File: config.mk
export PLATFORM = sky130hd
export DESIGN_NAME = running_status_word_display
export DESIGN_NICKNAME = d
export VERILOG_FILES = /design/src/running_status_word_display.v
export VERILOG_INCLUDE_DIRS = /design/src /design/src/shared
export SDC_FILE = /design/constraint.sdc
export NUM_CORES = 1
export LEC_CHECK = 0
export ABC_AREA = 1
export BUFFER_PORTS_ARGS = -buffer_cell sky130_fd_sc_hd__buf_2
export CAP_MARGIN = 30
export CORE_ASPECT_RATIO = 0.75
export CORE_MARGIN = 3
export CORE_UTILIZATION = 30
export DETAILED_ROUTE_END_ITERATION = 6
export GPL_ROUTABILITY_DRIVEN = 0
export SLEW_MARGIN = 10
export SYNTH_ARGS = -nofsm -noshare
export SYNTH_HDL_FRONTEND = slang
export SYNTH_SLANG_ARGS = --single-unit
export TNS_END_PERCENT = 50
File: constraint.sdc
create_clock -name pclk -period 3.1 [get_ports pclk]
set_input_delay 0.62 -clock pclk [delete_from_list [all_inputs] [get_ports pclk]]
set_output_delay 0.62 -clock pclk [all_outputs]
set_load 0.1 [all_outputs]
File: src/shared/status_display_consts.vh
`ifndef STATUS_DISPLAY_CONSTS_VH
`define STATUS_DISPLAY_CONSTS_VH

// Register byte offsets
`define REG_STATUS_WORD   12'h000
`define REG_CTRL          12'h004
`define REG_EVT_STATUS    12'h008
`define REG_EVT_MASK      12'h00C
`define REG_DISPLAY       12'h010
`define REG_KEYS          12'h014

// Status word bit positions
`define BIT_BUSY          15
`define BIT_LINK_RUN      12
`define BIT_ALARM         11
`define BIT_SLOWING       10
`define BIT_SPEEDING      9
`define BIT_CUR_LIM       8
`define BIT_VOLT_LIM      7
`define BIT_TORQ_LIM      6
`define BIT_BUS_OK        5
`define BIT_BRAKING       4
`define BIT_SHUTDOWN      3
`define BIT_DC_BRAKE      2
`define BIT_BACKWARD      1
`define BIT_FORWARD       0

// Control register fields
`define CTRL_LEVEL_LSB    0
`define CTRL_LEVEL_MSB    1
`define CTRL_HEXMODE      2
`define CTRL_RESET        32'h0000_0000
`define MENU_FULL         2'h2

// Menu and item codes
`define FUNC_DRIVE_MON    2'h0
`define FUNC_IO_CHECK     2'h1
`define ITEM_STATUS       4'h7
`define ITEM_TERM         4'h0
`define ITEM_TERM_LINK    4'h1
`define ITEM_PG_RATE      4'hF

// Event bits
`define EVT_ALARM         0
`define EVT_BUSY_DONE     1
`define EVT_UNDERVOLT     2
`define EVT_WIDTH         3

// Pulse rate scaling
`define PG_DIVISOR        17'h003E8

`endif

File: src/running_status_word_display.v
`timescale 1ns/100ps
`include "status_display_consts.vh"

module running_status_word_display (
	// Clock and reset
	input  wire        pclk,
	input  wire        presetn,
	// APB slave
	input  wire        psel,
	input  wire        penable,
	input  wire        pwrite,
	input  wire [11:0] paddr,
	input  wire [31:0] pwdata,
	output reg  [31:0] prdata,
	output wire        pready,
	output wire        pslverr,
	// Drive state flags
	input  wire        code_write_busy,
	input  wire        link_run_permit,
	input  wire        alarm_flag,
	input  wire        slowing_down,
	input  wire        speeding_up,
	input  wire        current_limiting,
	input  wire        voltage_limiting,
	input  wire        torque_limiting,
	input  wire        bus_voltage_ok,
	input  wire        braking_active,
	input  wire        output_shutdown,
	input  wire        dc_braking,
	input  wire        backward_run,
	input  wire        forward_run,
	// Terminal and encoder sources
	input  wire [15:0] terminal_bits,
	input  wire [15:0] link_terminal_bits,
	input  wire [16:0] pg_pulse_rate,
	// Keypad, one-cycle pulses
	input  wire        key_prog,
	input  wire        key_up,
	input  wire        key_down,
	input  wire        key_enter,
	input  wire        key_return,
	// LED monitor, leftmost digit first, segments g..a
	output reg  [6:0]  led4_seg,
	output reg  [6:0]  led3_seg,
	output reg  [6:0]  led2_seg,
	output reg  [6:0]  led1_seg,
	// Interrupt
	output wire        irq
);

	localparam [4:0] ST_RUN  = 5'h01;
	localparam [4:0] ST_FUNC = 5'h02;
	localparam [4:0] ST_LIST = 5'h04;
	localparam [4:0] ST_DATA = 5'h08;
	localparam [4:0] ST_IDLE = 5'h10;

	reg  [4:0]  state_q;
	reg  [4:0]  state_d;
	reg  [1:0]  func_q;
	reg  [3:0]  item_q;
	reg  [31:0] ctrl_q;
	reg  [`EVT_WIDTH-1:0] evt_q;
	reg  [`EVT_WIDTH-1:0] mask_q;
	reg  [15:0] status_q;
	reg  [15:0] shown_q;
	reg         seg_view_q;
	reg  [16:0] pg_quot_q;
	reg  [15:0] shown_d;
	reg  [1:0]  func_d;
	reg  [3:0]  item_d;
	reg         seg_view_d;
	reg  [31:0] ctrl_d;
	reg  [`EVT_WIDTH-1:0] evt_d;
	reg  [`EVT_WIDTH-1:0] mask_d;
	reg  [31:0] rdata_d;
	reg  [6:0]  led4_d;
	reg  [6:0]  led3_d;
	reg  [6:0]  led2_d;
	reg  [6:0]  led1_d;
	wire [15:0] status_d;
	wire [16:0] pg_quot_d;
	wire        wr;
	wire        rd_setup;
	wire        acc_done;
	wire        full_menu;
	wire        sel_status;
	wire        sel_ctrl;
	wire        sel_evt;
	wire        sel_mask;
	wire        sel_shown;
	wire        sel_keys;
	wire        term_item;
	wire        seg_mode;
	wire        alarm_rise;
	wire        busy_fall;
	wire        bus_drop;
	wire [`EVT_WIDTH-1:0] evt_set;

	assign status_d = {code_write_busy, 2'h0, link_run_permit,
			   alarm_flag,
			   slowing_down, speeding_up, current_limiting,
			   voltage_limiting,
			   torque_limiting,
			   bus_voltage_ok,
			   braking_active, output_shutdown, dc_braking,
			   backward_run,
			   forward_run};

	assign wr        = psel & penable & pwrite;
	assign rd_setup  = psel & ~penable & ~pwrite;
	assign acc_done  = psel & penable;
	assign pready    = 1'b1;
	assign pslverr   = 1'b0;
	assign full_menu = (ctrl_q[`CTRL_LEVEL_MSB:`CTRL_LEVEL_LSB] == `MENU_FULL);

	// Full compare of the offset; aliases would hide software bugs
	assign sel_status = (paddr == `REG_STATUS_WORD);
	assign sel_ctrl   = (paddr == `REG_CTRL);
	assign sel_evt    = (paddr == `REG_EVT_STATUS);
	assign sel_mask   = (paddr == `REG_EVT_MASK);
	assign sel_shown  = (paddr == `REG_DISPLAY);
	assign sel_keys   = (paddr == `REG_KEYS);

	// Only the two digital terminal items offer the segment view
	assign term_item = (func_q == `FUNC_IO_CHECK) &&
			   (item_q == `ITEM_TERM || item_q == `ITEM_TERM_LINK);
	assign seg_mode  = (state_q == ST_DATA) && term_item && seg_view_q;

	// Edges only, alarm rising, busy and bus ok falling; a level would refire after each clear
	assign alarm_rise = status_d[`BIT_ALARM] & ~status_q[`BIT_ALARM];
	assign busy_fall  = ~status_d[`BIT_BUSY] & status_q[`BIT_BUSY];
	assign bus_drop   = ~status_d[`BIT_BUS_OK] & status_q[`BIT_BUS_OK];
	assign evt_set[`EVT_ALARM]     = alarm_rise;
	assign evt_set[`EVT_BUSY_DONE] = busy_fall;
	assign evt_set[`EVT_UNDERVOLT] = bus_drop;
	assign irq = |(evt_q & mask_q);

	// Hex glyph, segments g..a
	function [6:0] hex_glyph;
		input [3:0] n;
		begin
			case (n)
			4'h0: hex_glyph = 7'h3F;
			4'h1: hex_glyph = 7'h06;
			4'h2: hex_glyph = 7'h5B;
			4'h3: hex_glyph = 7'h4F;
			4'h4: hex_glyph = 7'h66;
			4'h5: hex_glyph = 7'h6D;
			4'h6: hex_glyph = 7'h7D;
			4'h7: hex_glyph = 7'h07;
			4'h8: hex_glyph = 7'h7F;
			4'h9: hex_glyph = 7'h6F;
			4'hA: hex_glyph = 7'h77;
			4'hB: hex_glyph = 7'h7C;
			4'hC: hex_glyph = 7'h58;
			4'hD: hex_glyph = 7'h5E;
			4'hE: hex_glyph = 7'h79;
			default: hex_glyph = 7'h71;
			endcase
		end
	endfunction

	// Register next values
	always @* begin
		ctrl_d = ctrl_q;
		mask_d = mask_q;
		// Set wins over write-one clear
		evt_d  = evt_q | evt_set;
		if (wr && sel_ctrl) begin
			ctrl_d = pwdata & 32'h0000_0007;
		end
		if (wr && sel_mask) begin
			mask_d = pwdata[`EVT_WIDTH-1:0];
		end
		if (wr && sel_evt) begin
			evt_d = (evt_q & ~pwdata[`EVT_WIDTH-1:0]) | evt_set;
		end
	end

	// Register file
	always @(posedge pclk or negedge presetn) begin
		if (!presetn) begin
			ctrl_q <= `CTRL_RESET;
			evt_q  <= {`EVT_WIDTH{1'b0}};
			mask_q <= {`EVT_WIDTH{1'b0}};
		end else begin
			ctrl_q <= ctrl_d;
			evt_q  <= evt_d;
			mask_q <= mask_d;
		end
	end

	// Read data captured in the setup phase so it stands through access
	always @* begin
		rdata_d = 32'h0000_0000;
		if (sel_status) begin
			rdata_d = {16'h0000, status_d};
		end else if (sel_ctrl) begin
			rdata_d = ctrl_q;
		end else if (sel_evt) begin
			rdata_d = {{(32-`EVT_WIDTH){1'b0}}, evt_q};
		end else if (sel_mask) begin
			rdata_d = {{(32-`EVT_WIDTH){1'b0}}, mask_q};
		end else if (sel_shown) begin
			rdata_d = {16'h0000, shown_q};
		end else if (sel_keys) begin
			rdata_d = {19'h00000, seg_view_q, item_q, func_q, 1'b0, state_q};
		end
	end

	// Zero outside a read keeps stale data off the bus
	always @(posedge pclk or negedge presetn) begin
		if (!presetn) begin
			prdata <= 32'h0000_0000;
		end else if (rd_setup) begin
			prdata <= rdata_d;
		end else if (acc_done) begin
			prdata <= 32'h0000_0000;
		end
	end

	// Keypad menu machine
	always @* begin
		state_d = state_q;
		case (state_q)
		ST_RUN: begin
			if (key_prog) begin
				state_d = ST_FUNC;
			end
		end
		ST_FUNC: begin
			// Entering the list needs the full menu level
			if (key_enter && full_menu) begin
				state_d = ST_LIST;
			end else if (key_prog) begin
				state_d = ST_RUN;
			end
		end
		ST_LIST: begin
			if (key_return) begin
				state_d = ST_FUNC;
			end else if (key_enter) begin
				state_d = ST_DATA;
			end
		end
		ST_DATA: begin
			if (key_return) begin
				state_d = ST_LIST;
			end
		end
		ST_IDLE: begin
			state_d = ST_RUN;
		end
		default: begin
			state_d = ST_RUN;
		end
		endcase
	end

	// Keypad selections, next values
	always @* begin
		func_d     = func_q;
		item_d     = item_q;
		seg_view_d = seg_view_q;
		if (state_q == ST_FUNC && (key_up || key_down)) begin
			func_d = func_q ^ 2'h1;
		end
		if (state_q == ST_LIST) begin
			if (key_up) begin
				item_d = item_q + 4'h1;
			end else if (key_down) begin
				item_d = item_q - 4'h1;
			end
		end
		// Up and down only flip the view; the item itself stays put
		if (state_q == ST_DATA && term_item && (key_up || key_down)) begin
			seg_view_d = ~seg_view_q;
		end
	end

	always @(posedge pclk or negedge presetn) begin
		if (!presetn) begin
			state_q    <= ST_RUN;
			func_q     <= `FUNC_DRIVE_MON;
			item_q     <= `ITEM_STATUS;
			seg_view_q <= 1'b1;
		end else begin
			state_q    <= state_d;
			func_q     <= func_d;
			item_q     <= item_d;
			seg_view_q <= seg_view_d;
		end
	end

	// Display data path
	always @* begin
		shown_d = shown_q;
		if (state_q == ST_DATA) begin
			if (func_q == `FUNC_DRIVE_MON) begin
				if (item_q == `ITEM_STATUS) begin
					shown_d = status_q;
				end else begin
					shown_d = 16'h0000;
				end
			end else begin
				case (item_q)
				`ITEM_TERM:      shown_d = terminal_bits;
				`ITEM_TERM_LINK: shown_d = link_terminal_bits;
				`ITEM_PG_RATE:   shown_d = pg_quot_q[15:0];
				default:         shown_d = 16'h0000;
				endcase
			end
		end
	end

	// Divide by a constant; rate fits 17 bits so quotient fits 8
	assign pg_quot_d = pg_pulse_rate / `PG_DIVISOR;

	always @(posedge pclk or negedge presetn) begin
		if (!presetn) begin
			status_q  <= 16'h0000;
			shown_q   <= 16'h0000;
			pg_quot_q <= 17'h00000;
		end else begin
			status_q  <= status_d;
			shown_q   <= shown_d;
			pg_quot_q <= pg_quot_d;
		end
	end

	// LED drive; segment view maps terminal bits straight to segments
	always @* begin
		led4_d = hex_glyph(shown_d[15:12]);
		led3_d = hex_glyph(shown_d[11:8]);
		led2_d = hex_glyph(shown_d[7:4]);
		led1_d = hex_glyph(shown_d[3:0]);
		if (seg_mode) begin
			led4_d = {6'h00, shown_d[8]};
			led3_d = {5'h00, shown_d[1:0]};
			led2_d = 7'h00;
			led1_d = shown_d[6:0];
		end
	end

	always @(posedge pclk or negedge presetn) begin
		if (!presetn) begin
			led4_seg <= 7'h00;
			led3_seg <= 7'h00;
			led2_seg <= 7'h00;
			led1_seg <= 7'h00;
		end else begin
			led4_seg <= led4_d;
			led3_seg <= led3_d;
			led2_seg <= led2_d;
			led1_seg <= led1_d;
		end
	end

endmodule

==> metrics.md <==
| Metric | Value |
|---|---|
| Status | `finished, violations left` |
| Failing checks | `setup timing` |
| Mean Syn Cell Area | `7.55 sq um` |
| Fin. Hold Viols | `0` |
| I/O pin cnt | `180` |
| Metal3 WL | `1.44 mm` |
| Netlist cell types | `50` |
| Seq cells post-synth | `101` |
| Core area | `0.0217 sq mm` |
| Worst-Margin Slew | `0.648 ns` |
| Routed via count | `6905` |
| Met1 wire length | `10.4 mm` |
| WP data required | `3.35 ns` |
| Root buffer cell | `clkbuf_16` |
| Synthesized instance count | `899` |
| Synth warnings | `0` |
| Full die area | `0.0245 sq mm` |
| Longest Clk Path Bufs | `2` |
| Crit share post-route | `1.31` |
| Slew headroom | `0.565` |
| Global-route wire length before repair | `33.2 mm` |
| Setup violators final | `3` |
| Post-detail-place hpwl | `16.4 mm` |
| Fin nets | `1269` |
| Final core utilization | `0.430` |
| Die Span Y | `136 microns` |
| Uppermost layer routed | `met4` |
| Diode count | `0` |
| Routed Antenna Nets | `0` |
| Antenna violations before repair | `0` |
| Hold Path Class | `in2async` |
| Initial DRC count | `498` |
| Startpoint Class | `input pin` |
| Shortest period the worst path allows | `4.06 ns` |
| Final worst-path setup slack | `-0.957 ns` |
| FF/Latch Area | `0.00253 sq mm` |
| TritonRoute pass-1 iters | `5` |
| Worst path max stage delay | `0.24 ns` |
| Critical path class | `in2reg` |
| Initial Util | `0.313` |
| H-tree levels | `3` |
| Max Cap Viol | `0` |
| Clk_lat worst skew | `0.36 ns` |
| Total global routing overflow | `0` |
| Post-synthesis sequential area ratio | `0.373` |
| Hold buffer count at cts | `0` |
| Clk slew on worst S/H paths | `0.07 ns` |
| Max Fanout on Critical Path | `7` |
| Number of core rows | `46` |
| Area occupied by multi-input gates | `0.00418 sq mm` |
| Layout Area Growth over Synthesis | `37.5%` |
| DR WL/cell | `15.0 microns` |
| GRT Total Usage | `0.167` |
| Routed wire length | `21.3 mm` |
| Fmax | `0.247 GHz` |
| Dpl ws | `-1.32 ns` |
| CTS tree | `done` |
| Met2 wire length | `9.33 mm` |
| Async SR Flop Fraction | `1.00` |
| Filler Cell Count | `2143` |
| Mapped Area | `0.00679 sq mm` |
| VDD IR-drop max | `233 uV` |
| Ys flop type | `dfrtp_1` |
| Share of post-route cells with drive strength above 1 | `0.341` |
| Via density | `4.87` |
| Crit end category | `register` |
| Power per cell area | `607 mW/mm^2` |
| Clock skew | `0.0103 ns` |
| Largest net degree at the start of global routing | `49` |
| Post-synth EDFFs | `0` |
| Lkg Pwr | `4.75 nW` |
| Vias in the first global route | `6426` |
| Count of pins over their slew limit | `0` |
| Critical path arrival | `4.31 ns` |
| Port bufs | `129` |
| RSZ-0062 raised after global routing | `true` |
| Die X | `180 microns` |
| CTS buffer count | `9` |
| CP most frequent cell | `nand2_4` |
| CTS Sinks | `101` |
| Slowest-stage cell, CP | `xor2_1` |
| # DRC | `0` |
## layer usage
layer  global-route usage  vias to the layer above
met5                    0                        -
met4               0.0266                        0
met3               0.0358                       13
met2                0.254                      238
met1                0.249                     3248
li1                     -                     3406
## area by class of cell
cell class | instances | share of cell area
clock buffers | 10 | 0.0256
repair buffers | 224 | 0.151
flip-flops and latches | 101 | 0.272
clock inverters | 6 | 0.00925
well taps | 288 | 0.0386
inverters | 132 | 0.0552
multi-input cells | 656 | 0.448
## critical path, delay by kind of cell
kind	cells	cell delay, ns
xor+xnor	1	0.24
buf+inv	5	0.30
simple gates	34	3.13
## cell usage in the layout, fill, tap and decap left out, types with 9 or more instances in the layout
cell	Yosys	layout
nand2_1	191	164
ha_1	28	28
inv_2	10	14
buf_4	18	95
nor2_1	60	52
o211ai_1	12	12
dfrtp_1	96	96
buf_2	0	121
clkbuf_16	0	9
a22oi_1	9	9
nand3_2	7	17
o21ai_1	7	9
nand2_2	17	21
nor3_1	14	13
nand2_4	13	30
nand3_4	0	9
inv_1	117	110
conb_1	2	18
xor2_1	14	14
nor2_4	4	13
a21oi_1	34	33
nand3_1	75	56
o21ai_0	71	66
## logic make-up (layout without fill, tap and decap cells)
| family | after synthesis | in the layout | synth area share |
|---|---|---|---|
| and+or+nand+nor | 410 | 411 | 0.290 |
| AOI/OAI and AO/OA | 185 | 185 | 0.168 |
| buffers and inverters | 159 | 372 | 0.0982 |
| DFF | 101 | 101 | 0.373 |
| adders and majority gates | 28 | 28 | 0.0516 |
| xor gates and xnor gates | 14 | 14 | 0.0181 |
| other | 2 | 18 | 0.00111 |
## final timing paths
kind,start,to,slack [ns],depth (start not counted)
setup / recovery,pg_pulse_rate[15],pg_quot_q[0]$_DFF_PN0_,-0.96,40
hold / removal,presetn,led4_seg[5]$_DFF_PN0_,0.27,1
setup reg to reg,item_q[1]$_DFFE_PN1P_,led1_seg[2]$_DFF_PN0_,0.26,14
hold reg to reg,ctrl_q[2]$_DFFE_PN0P_,ctrl_q[2]$_DFFE_PN0P_,0.49,2
max in group asynchronous,presetn,item_q[0]$_DFFE_PN1P_,2.04,2
min in group pclk,bus_voltage_ok,status_q[5]$_DFF_PN0_,0.38,1
## cell usage after synthesis, types with 3 or more instances
| library cell | count | area share |
|---|---|---|
| nand2_1 | 191 | 0.11 |
| inv_1 | 117 | 0.065 |
| dfrtp_1 | 96 | 0.35 |
| nand3_1 | 75 | 0.055 |
| o21ai_0 | 71 | 0.052 |
| nor2_1 | 60 | 0.033 |
| a21oi_1 | 34 | 0.025 |
| ha_1 | 28 | 0.052 |
| buf_4 | 18 | 0.020 |
| nand2_2 | 17 | 0.016 |
| nor3_1 | 14 | 0.010 |
| xor2_1 | 14 | 0.018 |
| nand2_4 | 13 | 0.022 |
| o211ai_1 | 12 | 0.013 |
| inv_2 | 10 | 0.0055 |
| a22oi_1 | 9 | 0.010 |
| a22o_1 | 8 | 0.010 |
| clkbuf_1 | 8 | 0.0044 |
| nand4_1 | 8 | 0.0074 |
| o22ai_1 | 8 | 0.0074 |
| nand3_2 | 7 | 0.010 |
| o21ai_1 | 7 | 0.0052 |
| dfstp_2 | 5 | 0.019 |
| nor2_2 | 5 | 0.0046 |
| o31ai_1 | 5 | 0.0055 |
| a211oi_1 | 4 | 0.0044 |
| a31oi_1 | 4 | 0.0037 |
| nand3b_1 | 4 | 0.0044 |
| nor2_4 | 4 | 0.0066 |
| a221o_1 | 3 | 0.0044 |
| a221oi_1 | 3 | 0.0039 |
| a311oi_1 | 3 | 0.0039 |
| a32o_1 | 3 | 0.0044 |
| clkinv_1 | 3 | 0.0017 |
| nor4_1 | 3 | 0.0028 |
| o21a_1 | 3 | 0.0033 |
| o21ai_2 | 3 | 0.0039 |
| or2_2 | 3 | 0.0028 |
## flip-flops by register name, summed over array words and instances, names as in the netlist, 4 cells and up
signal     flops
led1_seg       7
item_q         4
state_q        4
led4_seg       7
prdata        16
shown_q       16
led2_seg       7
led3_seg       7
pg_quot_q      8
status_q      14
## report_power, final
group	total, mW	internal [mW]	switching (mW)
clock network	1.25	0.728	0.520
logic	2.81	0.820	1.99
registers	1.60	1.51	0.0879
## repair_timing
action,in CTS,in global routing
setup buffers,2,12
hold endpoints to repair,0,0
resized for setup,21,107
pin swaps,12,64
endpoints found under the setup margin,3,12
gates cloned,0,1
## stage by stage
stage	total power, mW	setup TNS [ns]	instances	hold WS, ns	cell area, sq um
after global routing	5.97	-3.01	1417	0.326	9330
after global placement	4.11	-3.00	1386	0.472	8340
after detailed placement	4.12	-3.20	1386	0.468	8340
after floorplan	3.45	-1.31	915	0.324	6900
final	5.66	-2.12	1417	0.275	9330
after CTS	5.42	-1.84	1404	0.295	8780
(Power assumes the default switching activity.)
